`config.mk`:
```
export PLATFORM = sky130hd
export DESIGN_NAME = etc_timer_top
export DESIGN_NICKNAME = d
export VERILOG_FILES = /design/src/hdl/etc_tick_gen.v /design/src/hdl/etc_timer_top.v
export VERILOG_INCLUDE_DIRS = /design/src /design/src/hdl
export SDC_FILE = /design/constraint.sdc
export NUM_CORES = 1
export LEC_CHECK = 0
export ABC_AREA = 1
export BUFFER_PORTS_ARGS = -buffer_cell sky130_fd_sc_hd__buf_2
export CAP_MARGIN = 20
export CORE_UTILIZATION = 37
export DETAILED_ROUTE_END_ITERATION = 12
export HOLD_SLACK_MARGIN = 0.08
export SYNTH_ARGS = -nofsm -noshare
export SYNTH_HDL_FRONTEND = slang
export SYNTH_SLANG_ARGS = --single-unit
```
`constraint.sdc`:
```
create_clock -name clk_sys -period 6.2 [get_ports clk_sys]
set_clock_uncertainty 0.1 [all_clocks]
set_input_delay 0.62 -clock clk_sys [delete_from_list [all_inputs] [get_ports clk_sys]]
set_output_delay 0.62 -clock clk_sys [all_outputs]
set_load 0.05 [all_outputs]
```
`src/hdl/etc_map.vh`:
```
// Register offsets, field positions, reset values and timing counts of the event timer block.
`ifndef ETC_MAP_VH
`define ETC_MAP_VH
`define ETC_OFS_T1CTL 16'h1f90
`define ETC_OFS_T2CTL 16'h1f94
`define ETC_OFS_CNTA 16'h1f98
`define ETC_OFS_CNTB 16'h1f9c
`define ETC_OFS_TIME0 16'h1fa0
`define ETC_OFS_TIME1 16'h1fa4
`define ETC_OFS_PWMCTL 16'h1fa8
`define ETC_OFS_STATUS 16'h1fac
`define ETC_CTL_RESET 8'h00
`define ETC_BIT_EN 7
`define ETC_BIT_UP 6
`define ETC_MODE_HI 5
`define ETC_MODE_LO 3
`define ETC_PRE_HI 2
`define ETC_PRE_LO 0
`define ETC_MODE_F4_UD 3'h0
`define ETC_MODE_F4_DIR 3'h2
`define ETC_MODE_EXT_DIR 3'h3
`define ETC_MODE_QUAD 3'h7
`define ETC_RES_NS 160
`define ETC_CLK_NS 20
`define ETC_BASE_DIV ((`ETC_RES_NS + `ETC_CLK_NS - 1) / `ETC_CLK_NS)
`define ETC_RESP_OKAY 2'h0
`define ETC_RESP_SLVERR 2'h2
`endif

```
`src/hdl/etc_tick_gen.v`:
```
// Clock source, prescaler and direction selection for one event timer.
`include "etc_map.vh"
module etc_tick_gen #(
	parameter BASE_DIV = `ETC_BASE_DIV,
	parameter HAS_DIV128 = 1
) (
	input wire clk_sys,
	input wire rst,
	input wire [7:0] ctl,
	input wire ext_clock,
	input wire ext_direction,
	output reg tick,
	output reg up
);
	wire [2:0] mode = ctl[`ETC_MODE_HI:`ETC_MODE_LO];
	wire [2:0] pre = ctl[`ETC_PRE_HI:`ETC_PRE_LO];
	reg clk_s1_q, clk_s2_q, clk_s3_q;
	reg dir_s1_q, dir_s2_q, dir_s3_q;
	reg [7:0] base_q;
	reg [7:0] pre_cnt_q;
	reg [7:0] pre_lim;
	reg src_ev;
	reg qd_up;
	wire clk_edge = clk_s2_q ^ clk_s3_q;
	wire dir_edge = dir_s2_q ^ dir_s3_q;
	wire base_ev = (base_q == BASE_DIV[7:0] - 8'h01);
	always @* begin
		case (pre)
			3'h7: pre_lim = HAS_DIV128 ? 8'h7f : 8'h3f;
			default: pre_lim = (8'h01 << pre) - 8'h01;
		endcase
	end
	always @* begin
		// Decoding a quadrature pair: direction follows which phase leads.
		qd_up = clk_edge ? (clk_s2_q != dir_s2_q) : (clk_s2_q == dir_s2_q);
		case (mode)
			`ETC_MODE_F4_UD, `ETC_MODE_F4_DIR: src_ev = base_ev;
			`ETC_MODE_QUAD: src_ev = clk_edge | dir_edge;
			3'h4, 3'h6: src_ev = base_ev; // Reserved codes fall back to f/4 and leave the clock pin free.
			default: src_ev = clk_edge;
		endcase
	end
	always @(posedge clk_sys or posedge rst) begin
		if (rst) begin
			clk_s1_q <= 1'b0;
			clk_s2_q <= 1'b0;
			clk_s3_q <= 1'b0;
			dir_s1_q <= 1'b0;
			dir_s2_q <= 1'b0;
			dir_s3_q <= 1'b0;
			base_q <= 8'h00;
			pre_cnt_q <= 8'h00;
			tick <= 1'b0;
			up <= 1'b0;
		end else begin
			clk_s1_q <= ext_clock;
			clk_s2_q <= clk_s1_q;
			clk_s3_q <= clk_s2_q;
			dir_s1_q <= ext_direction;
			dir_s2_q <= dir_s1_q;
			dir_s3_q <= dir_s2_q;
			base_q <= base_ev ? 8'h00 : base_q + 8'h01;
			tick <= 1'b0;
			if (!ctl[`ETC_BIT_EN]) begin
				pre_cnt_q <= 8'h00;
			end else if (src_ev) begin
				if (pre_cnt_q >= pre_lim) begin
					pre_cnt_q <= 8'h00;
					tick <= 1'b1;
				end else begin
					pre_cnt_q <= pre_cnt_q + 8'h01;
				end
			end
			case (mode)
				`ETC_MODE_F4_DIR, `ETC_MODE_EXT_DIR: up <= dir_s2_q;
				`ETC_MODE_QUAD: up <= qd_up;
				default: up <= ctl[`ETC_BIT_UP];
			endcase
		end
	end
endmodule // etc_tick_gen

```
`src/hdl/etc_timer_top.v`:
```
// Event timer pair with register slave and highest-speed paired-compare PWM.
// Functional notes
// - The first compare toggles the PWM output on a match; the second toggles it again and clears the timer.
// - The PWM runs in hardware with no interrupt or software step per period.
// - Successive compares on the f/4 clock are at least one timer resolution apart, 160 ns undivided; an external clock can tick every clock.
// - With timer 2 clocked from its external pin, channel 0 is unavailable.
// - With timer 2 directed from its external pin, channel 1 is unavailable.
// - Writing a count register with byte strobes 0 and 1 both set loads that value into its timer at once.
// - Mode bits 5:3 choose f/4 or external clock and the direction bit or direction pin.
// - An external clock counts on both its rising and falling edges.
// - Mode 111 counts in quadrature from the clock and direction pins.
// - Prescale bits 2:0 divide by two to their power, 128 only on the larger variant.
`include "etc_map.vh"
module etc_timer_top #(
	parameter HAS_DIV128 = 1,
	parameter BASE_DIV = `ETC_BASE_DIV
) (
	input wire clk_sys,
	input wire rst,
	input wire [15:0] s_axi_awaddr,
	input wire s_axi_awvalid,
	output reg s_axi_awready,
	input wire [31:0] s_axi_wdata,
	input wire [3:0] s_axi_wstrb,
	input wire s_axi_wvalid,
	output reg s_axi_wready,
	output reg [1:0] s_axi_bresp,
	output reg s_axi_bvalid,
	input wire s_axi_bready,
	input wire [15:0] s_axi_araddr,
	input wire s_axi_arvalid,
	output reg s_axi_arready,
	output reg [31:0] s_axi_rdata,
	output reg [1:0] s_axi_rresp,
	output reg s_axi_rvalid,
	input wire s_axi_rready,
	input wire count_a_ext_clock,
	input wire count_a_ext_direction,
	input wire count_b_ext_clock,
	input wire count_b_ext_direction,
	output reg pwm_out
);
	reg [7:0] count_a_control_q;
	reg [7:0] count_b_control_q;
	reg [15:0] count_a_q;
	reg [15:0] count_b_q;
	reg [15:0] time0_q;
	reg [15:0] time1_q;
	reg [1:0] pwm_ctl_q;
	reg [15:0] aw_addr_q;
	reg [31:0] w_data_q;
	reg [3:0] w_strb_q;
	reg aw_have_q;
	reg w_have_q;
	reg [31:0] rd_mux;
	reg rd_ok;
	reg [15:0] wr_val;
	wire tick_a, tick_b, up_a, up_b;
	wire [2:0] t2_mode = count_b_control_q[`ETC_MODE_HI:`ETC_MODE_LO];
	// Timer 2 borrows the channel 0 and 1 pins when it uses its external clock or direction.
	wire ch0_blocked = (t2_mode == 3'h1) || (t2_mode == 3'h5) || (t2_mode == `ETC_MODE_EXT_DIR)
		|| (t2_mode == `ETC_MODE_QUAD);
	wire ch1_blocked = (t2_mode == `ETC_MODE_F4_DIR) || (t2_mode == `ETC_MODE_EXT_DIR)
		|| (t2_mode == `ETC_MODE_QUAD);
	wire pwm_en = pwm_ctl_q[0] & ~ch0_blocked & ~ch1_blocked;
	wire match0 = pwm_en & tick_a & (count_a_q == time0_q);
	wire match1 = pwm_en & tick_a & (count_a_q == time1_q);
	wire wr_fire = aw_have_q & w_have_q & ~s_axi_bvalid;
	etc_tick_gen #(.BASE_DIV(BASE_DIV), .HAS_DIV128(HAS_DIV128)) u_gen_a (
		.clk_sys(clk_sys),
		.rst(rst),
		.ctl(count_a_control_q),
		.ext_clock(count_a_ext_clock),
		.ext_direction(count_a_ext_direction),
		.tick(tick_a),
		.up(up_a)
	);
	etc_tick_gen #(.BASE_DIV(BASE_DIV), .HAS_DIV128(HAS_DIV128)) u_gen_b (
		.clk_sys(clk_sys),
		.rst(rst),
		.ctl(count_b_control_q),
		.ext_clock(count_b_ext_clock),
		.ext_direction(count_b_ext_direction),
		.tick(tick_b),
		.up(up_b)
	);
	always @* begin
		wr_val = w_data_q[15:0];
		if (!w_strb_q[0]) begin
			wr_val[7:0] = 8'h00;
		end
		if (!w_strb_q[1]) begin
			wr_val[15:8] = 8'h00;
		end
	end
	always @* begin
		rd_ok = 1'b1;
		case (s_axi_araddr)
			`ETC_OFS_T1CTL: rd_mux = {24'h000000, count_a_control_q};
			`ETC_OFS_T2CTL: rd_mux = {24'h000000, count_b_control_q};
			`ETC_OFS_CNTA: rd_mux = {16'h0000, count_a_q};
			`ETC_OFS_CNTB: rd_mux = {16'h0000, count_b_q};
			`ETC_OFS_TIME0: rd_mux = {16'h0000, time0_q};
			`ETC_OFS_TIME1: rd_mux = {16'h0000, time1_q};
			`ETC_OFS_PWMCTL: rd_mux = {30'h00000000, pwm_ctl_q};
			`ETC_OFS_STATUS: rd_mux = {28'h0000000, ch1_blocked, ch0_blocked, pwm_out, pwm_en};
			default: begin
				rd_mux = 32'h00000000;
				rd_ok = 1'b0;
			end
		endcase
	end
	always @(posedge clk_sys or posedge rst) begin
		if (rst) begin
			s_axi_awready <= 1'b0;
			s_axi_wready <= 1'b0;
			s_axi_bvalid <= 1'b0;
			s_axi_bresp <= `ETC_RESP_OKAY;
			s_axi_arready <= 1'b0;
			s_axi_rvalid <= 1'b0;
			s_axi_rresp <= `ETC_RESP_OKAY;
			s_axi_rdata <= 32'h00000000;
			aw_have_q <= 1'b0;
			w_have_q <= 1'b0;
			aw_addr_q <= 16'h0000;
			w_data_q <= 32'h00000000;
			w_strb_q <= 4'h0;
			count_a_control_q <= `ETC_CTL_RESET;
			count_b_control_q <= `ETC_CTL_RESET;
			count_a_q <= 16'h0000;
			count_b_q <= 16'h0000;
			time0_q <= 16'h0000;
			time1_q <= 16'h0000;
			pwm_ctl_q <= 2'h0;
			pwm_out <= 1'b0;
		end else begin
			s_axi_awready <= ~aw_have_q & ~s_axi_awready & s_axi_awvalid;
			s_axi_wready <= ~w_have_q & ~s_axi_wready & s_axi_wvalid;
			if (s_axi_awvalid & s_axi_awready) begin
				aw_have_q <= 1'b1;
				aw_addr_q <= s_axi_awaddr;
			end
			if (s_axi_wvalid & s_axi_wready) begin
				w_have_q <= 1'b1;
				w_data_q <= s_axi_wdata;
				w_strb_q <= s_axi_wstrb;
			end
			if (s_axi_bvalid & s_axi_bready) begin
				s_axi_bvalid <= 1'b0;
			end
			// Timer 1 counts; a write to its count register overrides the same cycle's step.
			if (match1) begin
				count_a_q <= 16'h0000;
			end else if (tick_a) begin
				count_a_q <= up_a ? count_a_q + 16'h0001 : count_a_q - 16'h0001;
			end
			if (tick_b) begin
				count_b_q <= up_b ? count_b_q + 16'h0001 : count_b_q - 16'h0001;
			end
			// Both matches in one tick toggle twice, so the level is unchanged.
			if (match0 ^ match1) begin
				pwm_out <= ~pwm_out;
			end
			if (wr_fire) begin
				aw_have_q <= 1'b0;
				w_have_q <= 1'b0;
				s_axi_bvalid <= 1'b1;
				s_axi_bresp <= `ETC_RESP_OKAY;
				case (aw_addr_q)
					`ETC_OFS_T1CTL: begin
						if (w_strb_q[0]) begin
							count_a_control_q <= w_data_q[7:0];
						end
					end
					`ETC_OFS_T2CTL: begin
						if (w_strb_q[0]) begin
							count_b_control_q <= w_data_q[7:0];
						end
					end
					`ETC_OFS_CNTA: count_a_q <= (w_strb_q[1:0] == 2'h3) ? wr_val : count_a_q;
					`ETC_OFS_CNTB: count_b_q <= (w_strb_q[1:0] == 2'h3) ? wr_val : count_b_q;
					`ETC_OFS_TIME0: time0_q <= (w_strb_q[1:0] == 2'h3) ? wr_val : time0_q;
					`ETC_OFS_TIME1: time1_q <= (w_strb_q[1:0] == 2'h3) ? wr_val : time1_q;
					`ETC_OFS_PWMCTL: begin
						if (w_strb_q[0]) begin
							pwm_ctl_q <= w_data_q[1:0];
							if (w_data_q[1]) begin
								pwm_out <= 1'b0;
							end
						end
					end
					`ETC_OFS_STATUS: s_axi_bresp <= `ETC_RESP_OKAY;
					default: s_axi_bresp <= `ETC_RESP_SLVERR;
				endcase
			end
			// Read data is launched only after the address handshake, so rvalid never precedes it.
			s_axi_arready <= s_axi_arvalid & ~s_axi_arready & ~s_axi_rvalid;
			if (s_axi_arvalid & s_axi_arready) begin
				s_axi_rvalid <= 1'b1;
				s_axi_rdata <= rd_mux;
				s_axi_rresp <= rd_ok ? `ETC_RESP_OKAY : `ETC_RESP_SLVERR;
			end else if (s_axi_rvalid & s_axi_rready) begin
				s_axi_rvalid <= 1'b0;
			end
		end
	end
endmodule // etc_timer_top

```
Word level (Yosys, flattened, before mapping)
Cells that the tools add are included.

Bits in registers: 208. Latch bits: 0. Memory bits (writable): 0. Bits in read-only memories: 0. Input port bits: 79. Output and inout port bits: 42. Word-level logic and storage cells: 206. Memories kept: 0.

Add/sub/neg operators: 10. Multiply operators: 0. Div/mod/pow operators: 0. $lt $le $gt $ge: 2. Equality and inequality tests: 43. Shifts and indexed selects: 2. Multiplexer cells: 51. Bitwise operators: 35. Reductions and logical operators: 22.

Operators by type and width (count): == test 16 x 13 -> 1 bit, second input constant (16); two-way mux 16 bit (10); case mux 16 bit (8 select lines) (1); two-way mux 8 bit (12); adder 16 x 1 -> 16 bit, second input constant (2); adder 8 x 1 -> 8 bit, second input constant (4); == test 16 bit (2); subtractor 16 x 1 -> 16 bit, second input constant (2); == test 3 bit, second input constant (9); two-way mux 1 bit (22); bitwise AND 1 bit (18); == test 8 x 3 -> 1 bit, second input constant (2); greater-or-equal comparator 8 bit (2); OR reduction 8 bit (2); << shifter 1 x 3 -> 8 bit, first input constant (2); subtractor 8 x 1 -> 8 bit, second input constant (2); AND reduction 3 bit (5); == test 3 x 2 -> 1 bit, second input constant (4); NOT 1 bit (10); case mux 1 bit (2 select lines) (4); nonzero test 2 bit (4); OR reduction 4 bit (2); logical NOT 3 bit (2); != test 3 bit, second input constant (2); other kinds (10) (24).

Longest topological paths before layout
Gate-level depths: netlist of the first run.

Depth after elaboration: 15. Gate-level depth with buffers: 18. Mapped depth without buffers: 18.

By module
Synthesis of the first run repeated with hierarchy kept, for this count alone.

Cell total of the unflattened synthesis: 1728. Area total of the unflattened synthesis: 12361.9 um2.

Modules (own cells, without submodules): etc_timer_top (times used 1, cells an instance 1360, area each 9386.5 um2, seq. area each 3553.4 um2); etc_tick_gen (times used 2, cells an instance 184, area each 1487.7 um2, seq. area each 600.6 um2).

Least setup slack after synthesis of the first run
No wires, ideal clock.

Kind: reg-to-reg. Start: register count_b_control_q[2]. End: register u_gen_b.pre_cnt_q[0]. Setup time: 0.083 ns. Arrival time: 2.101 ns. Required time: 6.017 ns. Slack: 3.915 ns. Cell stages (with the launch flop): 16. Buffers on the path: 0. Period minus slack after synthesis: 2.285 ns. Path through: dfrtp_1 -> nor2_1 -> nand2_1 -> ha_1 -> inv_1 -> nor2_1 -> o21ai_0 -> inv_1 -> ha_1 -> nand4_1 -> inv_1 -> nand4_1 -> nand3_1 -> inv_1 -> nand3_1 -> o21ai_0.

Word-level cells in the longest chain between the ends: 7. Elaborated cells on any way between the ends: 8. Those cells by class: add/sub: 1; order compare: 1; eq/ne: 1; shift: 1; mux: 4.

RTL lines: from (decl) (RTL line etc_timer_top.v:44) `reg [7:0] count_b_control_q;`; from (signal assigned) (RTL line etc_timer_top.v:129) `` count_b_control_q <= `ETC_CTL_RESET; ``; from (signal assigned) (RTL line etc_timer_top.v:177) `count_b_control_q <= w_data_q[7:0];`; << shifter 1 x 3 -> 8 bit (RTL line etc_tick_gen.v:30) `default: pre_lim = (8'h01 << pre) - 8'h01;`; subtractor 8 x 1 -> 8 bit (RTL line etc_tick_gen.v:30); two-way mux 8 bit (*) (RTL line etc_tick_gen.v:28) `case (pre)`; greater-or-equal comparator 8 bit (*) (RTL line etc_tick_gen.v:67) `if (pre_cnt_q >= pre_lim) begin`; two-way mux 8 bit (*) (RTL line etc_tick_gen.v:67); two-way mux 8 bit (*) (RTL line etc_tick_gen.v:66) `end else if (src_ev) begin`; two-way mux 8 bit (*) (RTL line etc_tick_gen.v:64) `` if (!ctl[`ETC_BIT_EN]) begin ``; to (signal assigned) (RTL line etc_tick_gen.v:71) `pre_cnt_q <= pre_cnt_q + 8'h01;`; to (decl) (RTL line etc_tick_gen.v:20) `reg [7:0] pre_cnt_q;`.

Mark *: on every way between the ends. The rest lies on a longest branch, timed or not. The select of a mux whose other input is x is not followed. A chain may end at the register's enable or synchronous reset.

Worst setup path after layout of the first run
Start: register w_strb_q[0]. End: register time0_q[4].

Word-level cells in the longest chain between the ends: 2. Elaborated cells on any way between the ends: 3. Those cells by class: eq/ne: 1; mux: 1; reduce/logical: 1.

RTL lines: from (decl) (RTL line etc_timer_top.v:52) `reg [3:0] w_strb_q;`; from (signal assigned) (RTL line etc_timer_top.v:146) `w_strb_q <= s_axi_wstrb;`; == test 2 bit (RTL line etc_timer_top.v:182) `` `ETC_OFS_TIME0: time0_q <= (w_strb_q[1:0] == 2'h3) ? wr_val : time0_q; ``; AND reduction 3 bit (no source line); to (signal assigned) (RTL line etc_timer_top.v:182); to (decl) (RTL line etc_timer_top.v:47) `reg [15:0] time0_q;`.

Parallel ways exist; a longest one is shown, timed or not.

==> flow_results.org, run 1 <==
** Outcome
- Run status :: finished clean

** Drt
- The detailed router placed around 11000 vias in this run.
- Count of unresolved DRC violations after routing :: 0
- After detailed routing, the number of vias per cell comes to between 5 and 6.
- Drt initial violations :: 776
- Final WL :: 32990 µm
- The detail route stage leaves a number of antenna-violating nets equal to 0.
- Dividing the detail-routed wire length by the instance count gives 15.29 µm.
- The pre-antenna-repair detailed-routing pass consisted of 5 iterations.

** Timing
- Tightest slew margin relative to the limit :: 0.3260
- Setup repair after global routing left no endpoint under its margin.
- For this run, the top clock speed supported by timing is between 0.3 and 0.4 GHz.
- Of the available clock period, the critical path in the final layout requires 0.4854.
- Final Max Slew Viols :: 0
- After layout, the worst setup slack is ~3.2 ns.
- Slew @ Worst Pin :: around 1.0 ns
- Smallest hold slack :: about 0.17 ns
- Setup violations remaining at the end of the flow were counted as 0.
- Number of hold-slack violations in the final timing report :: 0
- Min cycle time layout :: 3.010 ns
- Setup total negative slack :: 0 ns

** Pwr
- Share of power burned in the clock network :: 0.371
- For this design the total switching power over the nets is between 0.001 and 0.0015 W.
- In this run the power density over the cells is 237.4 nW/µm².
- IR analysis of the VDD net gives a maximum drop of between 0.2 and 0.25 mV.
- Switching part of the total :: 0.3507
- The share of total power dissipated in sequential elements is 0.480.
- The share of total power dissipated in combinational logic is 0.149.
- Internal power component :: a little over 0.002 W
- For this design the static power due to leakage is 6.815 nW.

** Yosys
- In this run, synthesis inferred 0 flip-flops with an integrated enable.
- In this run the cell area of the synthesized design comes to 11860 µm².
- #FFs+latches synth :: 190
- The most used flip-flop cell after synthesis is sky130_fd_sc_hd__dfrtp_1.
- Averaged over all synthesized cells, the footprint is 7.089 µm².
- Sequential fraction of the synthesis area :: 0.4009
- Synth Instances :: ~1700
- YS warnings :: 0
- Of all flip-flops after synthesis, the portion carrying an async set or reset was 1.000.
- Library cells used by synthesis :: 44

** Setup path
- Startpoint of the most critical register-to-register path :: w_strb_q[0]
- Kind of end point of the critical path :: flop
- The worst setup path is of the reg2reg kind.
- CP max FO :: 27
- The critical path starts at w_strb_q[0].
- Arrival time worst endpoint :: 3.25 ns
- Required time of the worst setup path :: 6.44 ns
- CP startpoint kind :: flop

** Die
- Cell row count :: 65
- Floorplan core area :: 31560 µm²
- Pin placement for this block handled ~120 I/O pins.
- Area of the die :: 32770 µm²
- For this configuration, the core starts out at a cell density of 0.3759.
- X dimension of the die :: 181.0 µm
- Die extent in y :: 181.0 µm

** Finish
- Compared with the post-synthesis result, the final layout area differs by 11.37%.
- Share of layout cells above drive strength 1 :: 0.08096
- The library cell used most frequently in the layout, excluding fill and tap cells, is sky130_fd_sc_hd__nand2_1.
- Area of combinational cells with multiple inputs :: 6038 µm²
- The library cells used most frequently in the layout, excluding fill and tap cells, are sky130_fd_sc_hd__nand2_1 (531), sky130_fd_sc_hd__inv_1 (216), sky130_fd_sc_hd__dfrtp_1 (190).
- Area taken by flip-flops and latches :: approximately 4800 µm²
- # nets final :: 1872
- For this run, the share of the core covered by cells in the final layout is 0.4186.
- After filler insertion, the fill cell instance count of the layout stands at 3267.

** Worst hold path
- Type of the most critical hold path :: in2reg
- In this run the most critical hold path is launched from count_a_ext_clock.

** Clock network
- CTS placed an instance of sky130_fd_sc_hd__clkbuf_16 at the clock tree root.
- For this design, the sink count on the clock tree is 190.
- After clock tree synthesis, the repair step resized 0 gates.
- Maximum level of the CTS H-tree :: 4
- Clock Path Buffers :: 2
- Clock tree from TritonCTS :: done
- In this run, CTS created clock tree buffers numbering 17.
- Number of buffers inserted by post-CTS setup repair :: 0
- Count of hold buffers inserted by post-cts repair :: 0
- Clock transition at the registers of the reported paths :: 0.08 ns
- Latest clock arrival within the worst-skew pair :: 0.45 ns

** Global route
- Grt total ovfl :: 0
- The first global-routing pass estimated roughly 54000 µm of wire.
- Entering global routing, the biggest net connects 129 pins.
- Antenna violations before repair :: 3
- Via count of the first global-routing pass :: slightly above 10000
- In the global route stage, overall resource usage came out at 0.2089.

** Placed design
- Routability-driven placement finished with a final weighted congestion of 0.8898.
- Detailed placement finished with a half-perimeter wire length of 25010 µm.
- Input and output buffers added on the ports amount to 84.
- OpenSTA, run right after detailed placement, puts the worst setup slack at approximately 3.3 ns.

** Job
- Number of maximum-capacitance constraint violations :: 0
## final cells by class
| cell class | instances | area share |
|---|---|---|
| clock buffer | 17 | 0.03221 |
| sequential | 190 | 0.3600 |
| multi-input combinational | 1223 | 0.4571 |
| tap | 402 | 0.03808 |
| inverter | 222 | 0.06365 |
| timing repair buffer | 87 | 0.03353 |
| clock inverter | 15 | 0.01506 |
| antenna | 2 | 0.0003789 |
## sequential cells by signal, indices dropped and copies added (netlist names), 2 cells and up
name / flops
aw_addr_q: 16
count_a_q: 16
count_b_q: 16
s_axi_rdata: 16
time0_q: 16
time1_q: 16
w_data_q: 16
count_a_control_q: 8
count_b_control_q: 8
u_gen_a.base_q: 8
u_gen_a.pre_cnt_q: 8
u_gen_b.base_q: 8
u_gen_b.pre_cnt_q: 8
pwm_ctl_q: 2
w_strb_q: 2
## power by group through the flow
stage / registers (W) / clock network (W) / logic, W
after global placement: 0.00152 / 0 / 0.000467
final: 0.00151 / 0.00116 / 0.000468
after global routing: 0.00152 / 0.00125 / 0.000528
after detailed placement: 0.00152 / 0 / 0.000472
after CTS: 0.00150 / 0.00119 / 0.000473
after floorplan: 0.00151 / 0 / 0.000300
## stage by stage
stage | cells | instance area (µm²) | power [W]
finish | 2158 | 13210 | 0.003136
global route | 2158 | 13210 | 0.003295
CTS | 2156 | 13200 | 0.003164
detailed placement | 2124 | 12580 | 0.001996
global placement | 2124 | 12580 | 0.001986
floorplan | 1691 | 11930 | 0.001810
## synth_stat cells (2+ instances only)
cell type | number | area share
sky130_fd_sc_hd__buf_4 | 19 | 0.012
sky130_fd_sc_hd__clkbuf_1 | 25 | 0.0079
sky130_fd_sc_hd__nor3b_1 | 2 | 0.0013
sky130_fd_sc_hd__a311oi_1 | 2 | 0.0015
sky130_fd_sc_hd__a31oi_1 | 3 | 0.0016
sky130_fd_sc_hd__inv_2 | 4 | 0.0013
sky130_fd_sc_hd__o21a_1 | 8 | 0.0051
sky130_fd_sc_hd__nand3b_1 | 7 | 0.0044
sky130_fd_sc_hd__a21oi_1 | 48 | 0.020
sky130_fd_sc_hd__xnor2_1 | 12 | 0.0089
sky130_fd_sc_hd__o211ai_1 | 16 | 0.010
sky130_fd_sc_hd__nand2_1 | 531 | 0.17
sky130_fd_sc_hd__nor2_1 | 139 | 0.044
sky130_fd_sc_hd__fa_1 | 2 | 0.0034
sky130_fd_sc_hd__buf_2 | 10 | 0.0042
sky130_fd_sc_hd__ha_1 | 50 | 0.053
sky130_fd_sc_hd__xor2_1 | 22 | 0.016
sky130_fd_sc_hd__or2_2 | 5 | 0.0026
sky130_fd_sc_hd__nor2_2 | 3 | 0.0016
sky130_fd_sc_hd__o21ai_0 | 158 | 0.067
sky130_fd_sc_hd__and2_1 | 3 | 0.0016
sky130_fd_sc_hd__conb_1 | 2 | 0.00063
sky130_fd_sc_hd__o22ai_1 | 17 | 0.0090
sky130_fd_sc_hd__nor3_1 | 12 | 0.0051
sky130_fd_sc_hd__nand3_1 | 116 | 0.049
sky130_fd_sc_hd__inv_1 | 217 | 0.069
sky130_fd_sc_hd__nor4_1 | 2 | 0.0011
sky130_fd_sc_hd__o21ai_1 | 2 | 0.00084
sky130_fd_sc_hd__nand4_1 | 22 | 0.012
sky130_fd_sc_hd__dfrtp_1 | 190 | 0.40
sky130_fd_sc_hd__nand3_2 | 4 | 0.0034
sky130_fd_sc_hd__o21bai_1 | 8 | 0.0051
## worst max-delay path: stages (launching register included)
cell                      delay, ns
sky130_fd_sc_hd__dfrtp_1       0.83
sky130_fd_sc_hd__nand2_1       0.66
sky130_fd_sc_hd__nor2_1        0.40
sky130_fd_sc_hd__nand3_2       0.52
sky130_fd_sc_hd__o21ai_0       0.37
## routing by layer
layer / wire, µm / global-route usage / vias to the layer above
met3: 1749 / 0.03830 / 31
met4: 447 / 0.04847 / 2
li1: - / - / 5470
met1: 16240 / 0.3001 / 5052
met2: 14530 / 0.3246 / 270
met5: 13 / 0 / -
## path summary, 6_finish.rpt
path / to / slack [ns] / cells past startpoint
setup / recovery: time0_q[4] / 3.19 / 4
max in group asynchronous: time1_q[4] / 4.33 / 3
hold / removal: u_gen_a.clk_s1_q / 0.17 / 1
setup reg to reg: time0_q[4] / 3.19 / 4
min in group asynchronous: u_gen_a.pre_cnt_q[4] / 0.25 / 2
hold reg to reg: u_gen_b.dir_s2_q / 0.25 / 0
## logic make-up (layout without fill, tap and decap cells)
| logic type | count (synthesis) | after routing | share of synthesized area |
|---|---|---|---|
| buf+inv | 278 | 341 | 0.09568 |
| xor+xnor | 34 | 34 | 0.02511 |
| compound gates | 265 | 265 | 0.1220 |
| fa+ha+maj | 52 | 52 | 0.05612 |
| simple gates | 852 | 852 | 0.2996 |
| other cells | 2 | 22 | 0.0006332 |
| flops | 190 | 190 | 0.4009 |
(Power assumes the default switching activity.)
==> inputs of run 2 (changes only) <==
clock period = 2.46 ns   (was 6.2 ns; I/O delays follow)
==> run 2 against run 1 <==
Against the previous run: die area did not move; sequential share of layout area fell by 2.4 points; combinational power rose to 3.0 times the previous value; highest routed layer is now met4.
==> flow_results.org, run 2 (synthesis results as in run 1) <==
** Worst hold path
- The path with the worst hold slack has its endpoint at u_gen_a.clk_s2_q.
- The worst hold path was traced through 0 stages.
- Type of the most critical hold path :: reg2reg
- The startpoint identified for the worst hold timing path is u_gen_a.clk_s1_q.

** Clock network
- At the later pin of the worst-skew pair, clock insertion delay measures 0.45 ns.
- Clock Path Buffers :: 2
- After clock tree synthesis, the clock-pin slew on the worst setup and hold paths is ~0.08 ns.
- Maximum level of the CTS H-tree :: 4
- TritonCTS built the clock tree.
- CTS buffer count :: 17
- Sinks on Clock Net :: 190
- The tree is rooted in a sky130_fd_sc_hd__clkbuf_16.

** Placed design
- At the end of routability-driven placement, the weighted congestion stood at 0.8926.
- The count of buffers added on input and output ports is 84.
- Placed cell count :: 2165
- Half-perimeter wire length of the detailed placement result :: between 20000 and 30000 µm

** Setup path
- On the worst path, the slowest cell contributes a delay of roughly 0.43 ns.
- The setup check on the worst reg-to-reg path leaves a slack of 0.14 ns.
- Kind of end point of the critical path :: flop
- Critical R2R Capture :: u_gen_a.pre_cnt_q[7]
- Type of the setup path with the least slack :: reg2reg
- CP max stage cell :: sky130_fd_sc_hd__dfrtp_1
- At the worst endpoint, the required time is 2.74 ns.
- Cell repeated most along the worst path :: sky130_fd_sc_hd__nand4_1
- Arrival time worst endpoint :: 2.60 ns
- Cell-by-cell listing of the critical path :: nor2_2 > nand2_1 > ha_4 > o21ai_1 > a21oi_1 > a311oi_2 > ha_1 > nand4_1 > inv_1 > nand4_1 > nand3_1 > inv_2 > nand3_4 > o21ai_2
- Along the worst path, the maximum fanout reaches 8.
- The worst setup path is launched from a flop.
- R2R depth :: 14
- The startpoint identified for the worst register-to-register timing path is count_a_control_q[1].
- Worst path bufs/invs :: 2
- Family of cells with the greatest summed delay on the critical path :: simple AND/OR/NAND/NOR gates

** Timing
- Tightest slew margin relative to the limit :: 0.5780
- The final number of max-transition violations came to 0.
- Smallest hold slack :: ~0.25 ns
- At the pin with the least slew margin, the transition time is 0.6273 ns.
- Min cycle time layout :: 2.320 ns
- The number of hold violations in the final report is 0.
- In the finished design, the share of the clock period the worst path needs comes to 0.9433.
- Number of endpoints failing setup at the final stage :: 0
- Derived from the worst setup path, the maximum achievable clock frequency is 0.4310 GHz.
- Setup repair after global routing could not meet its margin everywhere.

** Finish
- Area overhead of the layout relative to synthesis :: 19.40%
- Commonest cells after routing, fill and taps aside :: sky130_fd_sc_hd__nand2_1 (529), sky130_fd_sc_hd__inv_1 (210), sky130_fd_sc_hd__dfrtp_1 (190)
- Leaving out fill and tap cells, the most frequent cell in the layout is sky130_fd_sc_hd__nand2_1.
- The count of cells in the finished layout, fillers not included, comes to 2248.
- Number of diodes added for antenna fixing :: 0
- # nets final :: 1964
- Share of layout cells above drive strength 1 :: 0.1170

** Drt
- The pre-antenna-repair detailed-routing pass consisted of 6 iterations.
- Final WL :: 34110 µm
- The count of nets left with antenna violations once routing finished came out at 0.
- In the routed design, unresolved DRC markers number 0.
- Drt initial violations :: 829
- Average via count per standard cell :: 4.931
- Average routed wire per standard cell :: approximately 15 µm
- Detailed-route via count :: about 11000

** Die
- Measured along the y axis, the die boundary spans 181.0 µm.
- Pin placement for this block handled around 120 I/O pins.
- In this run the horizontal extent of the chip is 181.0 µm.
- Cell row count :: 65
- For this configuration, the core starts out at a cell density of 0.3759.
- Area of the die :: 32770 µm²
- Floorplan core area :: approximately 32000 µm²

** Global route
- Maximum number of pins on one net before global-route repair :: 54
- Grt total ovfl :: 0
- Via count of the first global-routing pass :: around 11000
- Wire length of the first global-routing pass :: 55450 µm
- The number of antenna violations at the first check in global routing was 0.
- All-layer global routing usage :: 0.2135

** Pwr
- Across the VDD grid, the largest voltage drop is 0.5747 mV.
- For this design the ratio of total power to cell area is 559.6 nW/µm².
- Summed over all cells, the static leakage comes to around 7.2 nW.

** Job
- Number of maximum-capacitance constraint violations :: 0

** Outcome
- The run finished with clean final reports.
## run 2: cell types whose count changed in the layout (fill, tap and decap cells not counted), sizes merged
| cell | before | now |
|---|---|---|
| buf | 87 | 133 |
| dlygate4sd3 | 0 | 46 |
| inv | 231 | 226 |
| clkinvlp | 0 | 3 |
| clkbuf | 17 | 19 |
| diode | 2 | 0 |
## run 2: cell type report
class,instances,area (µm²)
Tap cell,402,503.0
Fill cell,3200,17390
Inverter,222,837.1
Clock buffer,19,442.9
Multi-Input combinational cell,1223,6168
Sequential cell,190,4755
Clock inverter,13,143.9
Timing Repair Buffer,179,1311
## run 2: timing repair
| item | CTS | global route |
|---|---|---|
| endpoints found under the hold margin | 56 | 0 |
| buffers inserted | 1 | 4 |
| setup endpoints to repair | 16 | 24 |
| pin swaps | 1 | 17 |
| hold buffers | 46 | 0 |
| resized for setup | 11 | 42 |
## run 2: worst max path at each step
stage | from | to | slack (ns) | cells past startpoint
2_1_floorplan | rst | aw_addr_q[0] | -0.33 | 1
3_3_place_gp | count_a_control_q[1] | u_gen_a.pre_cnt_q[6] | 0.02 | 14
3_5_place_dp | count_a_control_q[2] | u_gen_a.pre_cnt_q[3] | -0.14 | 14
4_1_cts | count_a_control_q[1] | u_gen_a.pre_cnt_q[7] | -0.01 | 14
5_1_grt | count_b_control_q[2] | u_gen_b.pre_cnt_q[4] | -0.12 | 14
6_report | count_a_control_q[1] | u_gen_a.pre_cnt_q[7] | 0.14 | 14
## run 2: metal layers
| layer | vias to the layer above | GRT usage | part of all wire |
|---|---|---|---|
| met3 | 34 | 0.03003 | 0.043 |
| met5 | - | 0 | 0 |
| met1 | 5129 | 0.3011 | 0.49 |
| li1 | 5655 | - | - |
| met4 | 0 | 0.05356 | 0.015 |
| met2 | 268 | 0.3441 | 0.45 |
## run 2: where the power goes
part | total [W] | switching [W] | internal [W] | leakage, nW
Clock | 0.00279 | 0.00140 | 0.00138 | 0.280
Sequential | 0.00372 | 0.000273 | 0.00345 | 2.55
Combinational | 0.00142 | 0.00102 | 0.000396 | 4.42
Total | 0.00792 | 0.00269 | 0.00523 | 7.25
## run 2: through the flow
stage	setup TNS (ns)	utilization	power, W	setup slack [ns]	instance area [µm²]
floorplan	-63.55	-	0.004562	-0.3345	11930
global placement	0	0.4103	0.005078	0.02087	12950
detailed placement	-1.334	0.4103	0.005100	-0.1359	12950
CTS	-0.04607	0.4444	0.007979	-0.01311	14020
global route	-0.6812	0.4488	0.008304	-0.1179	14160
finish	0	0.4488	0.007925	0.1396	14160
==> inputs of run 3 (changes only) <==
CORE_ASPECT_RATIO = 1.2   (was unset)
==> run 3 against run 2 <==
Against the previous run: the run now ends with DRC left; critical path depth did not move; global-route usage rose by 0.58 points; first-iteration DRC count rose by 1.1%; non-clock buffer count rose by 9; clock power rose by 3%; via count rose by 1.9%; sequential share of layout area fell by 0.39 points; wire length rose by 2.3%; core utilization rose by 0.72 points; critical path type unchanged; critical endpoint unchanged; highest routed layer unchanged.
==> flow_results.org, run 3 (synthesis results as in run 1) <==
** Setup path
- In this run the critical register-to-register path is captured at u_gen_a.pre_cnt_q[7].
- The largest individual stage delay along the critical path comes from the cell sky130_fd_sc_hd__dfrtp_2.
- On the critical path the largest part of the delay comes from simple AND/OR/NAND/NOR gates.
- Required time of the worst setup path :: around 2.7 ns
- The setup check on the worst reg-to-reg path leaves a slack of 0.12 ns.
- The worst setup path is launched from a flop.
- Worst path bufs/invs :: 2
- The largest single stage delay on the critical path is 0.47 ns.
- The worst setup path is captured at a flop.
- Data arrives at the worst endpoint at roughly 2.6 ns.
- Type of the setup path with the least slack :: reg2reg
- Along the worst path, the maximum fanout reaches 8.
- Traced cell by cell, the critical path runs through nor2_4 > nand2_2 > ha_4 > o21ai_2 > a21oi_2 > a311oi_2 > ha_1 > nand4_1 > inv_1 > nand4_1 > nand3_2 > inv_2 > nand3_4 > o21ai_2.
- In this run the critical register-to-register path is launched from count_a_control_q[1].
- R2R depth :: 14

** Finish
- For this run, the share of the core covered by cells in the final layout is 0.4560.
- The library cells used most frequently in the layout, excluding fill and tap cells, are sky130_fd_sc_hd__nand2_1 (527), sky130_fd_sc_hd__inv_1 (209), sky130_fd_sc_hd__dfrtp_1 (187).
- Area overhead of the layout relative to synthesis :: 20.91%
- Fill count :: 3192
- 0 antenna diodes ended up in the layout.
- After the last flow step, the layout net total stands at ~2000.
- Cell area after layout :: 14340 µm²
- Most common library cell in the layout ignoring fill and taps :: sky130_fd_sc_hd__nand2_1
- Share of layout cells above drive strength 1 :: 0.1336

** Timing
- Number of endpoints failing setup at the final stage :: 0
- For the pin with the worst max-slew slack, the measured transition is between 0.6 and 0.7 ns.
- The tightest hold path in the finished design has a slack of about 0.24 ns.
- Unrepaired setup endpoints after global routing :: yes
- Final period util :: 0.9529
- Min cycle time layout :: ~2.3 ns
- Fmax :: 0.4266 GHz
- Worst setup margin :: 0.1159 ns
- Number of hold-slack violations in the final timing report :: 0
- Headroom to the max-slew limit came out at 0.5423.
- The final number of max-transition violations came to 0.

** Clock network
- Clock tree from TritonCTS :: done
- For this design, the sink count on the clock tree is 190.
- Clock transition at the registers of the reported paths :: roughly 0.080 ns
- Latest clock arrival within the worst-skew pair :: 0.45 ns
- Clock Path Buffers :: 2
- CTS buffer count :: 17
- The tree is rooted in a sky130_fd_sc_hd__clkbuf_16.
- CTS built an H-tree with a depth of 4.

** Placed design
- Area of placed instances :: 12980 µm²
- Number of I/O port buffers :: 84
- At the placement stage, the worst setup path has a slack of -0.1222 ns.
- Routability congestion estimate :: 0.9342
- Half-perimeter wire length of the detailed placement result :: 26230 µm

** Drt
- Drt initial violations :: ~840
- The routed design has ~35000 µm of wire.
- Average routed wire per standard cell :: 15.46 µm
- After detailed routing, the number of remaining DRC violations is 8.
- Detailed-route via count :: 11300
- For this run, the detailed router's first-pass iteration total came to 9.
- Average via count per standard cell :: between 5 and 6
- Number of nets with antenna violations after routing :: 0

** Die
- In this run the count of I/O pins placed on the die edge is between 100 and 150.
- Row generation in the floorplan step produced 71 rows.
- Floorplan core area :: around 31000 µm²
- For this configuration, the core starts out at a cell density of 0.3771.
- The die covers 32780 µm².
- Die extent in y :: 198.1 µm
- X dimension of the die :: ~170 µm

** Outcome
- The final reports fail on DRC.
- The run finished, with violations left.

** Global route
- Entering global routing, the biggest net connects 67 pins.
- Summed over all layers, the global routing overflow is 0.
- The first global-routing pass estimated ~56000 µm of wire.
- Via count of the first global-routing pass :: 10690
- The number of antenna violations at the first check in global routing was 0.
- All-layer global routing usage :: 0.2194

** Worst hold path
- Type of the most critical hold path :: in2async

** Pwr
- Leakage component of the power :: 7.328 nW
- Power spread over the standard cell area amounts to ~560 nW/µm².
- VDD sags by at most roughly 0.46 mV.

** Job
- Across the run, the number of max-cap violations was 0.
==> run 3: metrics by stage <==
step | std cells | total power [W] | setup TNS [ns]
6_report | 2257 | 0.007974 | 0
2_1_floorplan | 1691 | 0.004562 | -63.55
3_3_place_gp | 2170 | 0.005041 | -0.01263
4_1_cts | 2249 | 0.008052 | 0
5_1_grt | 2257 | 0.008367 | -0.7064
3_5_place_dp | 2170 | 0.005072 | -1.675
==> run 3: worst max path at each step <==
stage / slack, ns / depth (start not counted) / end / startpoint
6_report: 0.12 / 14 / u_gen_a.pre_cnt_q[7] / count_a_control_q[1]
2_1_floorplan: -0.33 / 1 / aw_addr_q[0] / rst
5_1_grt: -0.08 / 16 / u_gen_a.pre_cnt_q[1] / count_a_control_q[1]
4_1_cts: 0.006 / 14 / u_gen_a.pre_cnt_q[3] / count_a_control_q[1]
3_5_place_dp: -0.12 / 14 / u_gen_a.pre_cnt_q[3] / count_a_control_q[1]
3_3_place_gp: -0.006 / 14 / u_gen_a.pre_cnt_q[5] / count_a_control_q[1]
==> run 3: cell type report <==
cell class / instances / area [µm²] / share of cell area
Multi-Input combinational cell: 1223 / 6256 / 0.4363
Timing Repair inverter: 1 / 7.507 / 0.0005235
Clock inverter: 15 / 178.9 / 0.01248
Tap cell: 401 / 501.7 / 0.03499
Clock buffer: 17 / 425.4 / 0.02967
Timing Repair Buffer: 188 / 1366 / 0.09528
Sequential cell: 190 / 4758 / 0.3318
Inverter: 222 / 845.8 / 0.05898
==> run 3: power breakdown <==
group	switching [W]	total, W	internal (W)
clock	0.00148	0.00287	0.00139
sequential	0.000249	0.00370	0.00345
combinational	0.00101	0.00140	0.000388
==> run 3: what timing repair did <==
| item | CTS | global route |
|---|---|---|
| hold endpoints to repair | 57 | 0 |
| hold buffers | 46 | 0 |
| gates cloned | 0 | 1 |
| setup endpoints to repair | 16 | 24 |
| resized for setup | 6 | 74 |
| pin swaps | 1 | 23 |
| setup buffers | 1 | 7 |
==> run 3: worst reg2reg max path, stage by stage, from the launching register on <==
cell                       delay [ns]
sky130_fd_sc_hd__dfrtp_2         0.47
sky130_fd_sc_hd__nor2_4          0.14
sky130_fd_sc_hd__nand2_2         0.08
sky130_fd_sc_hd__ha_4            0.18
sky130_fd_sc_hd__o21ai_2         0.08
sky130_fd_sc_hd__a21oi_2         0.06
sky130_fd_sc_hd__a311oi_2        0.21
sky130_fd_sc_hd__ha_1            0.27
sky130_fd_sc_hd__nand4_1         0.07
sky130_fd_sc_hd__inv_1           0.05
sky130_fd_sc_hd__nand4_1         0.09
sky130_fd_sc_hd__nand3_2         0.08
sky130_fd_sc_hd__inv_2           0.08
sky130_fd_sc_hd__nand3_4         0.16
sky130_fd_sc_hd__o21ai_2         0.16
==> run 3: routing by layer <==
layer,GRT usage,vias to the layer above,part of all wire
met4,0.06263,0,0.021
met3,0.02472,47,0.045
met5,0,-,0
li1,-,5686,-
met1,0.2988,5253,0.45
met2,0.3639,311,0.48
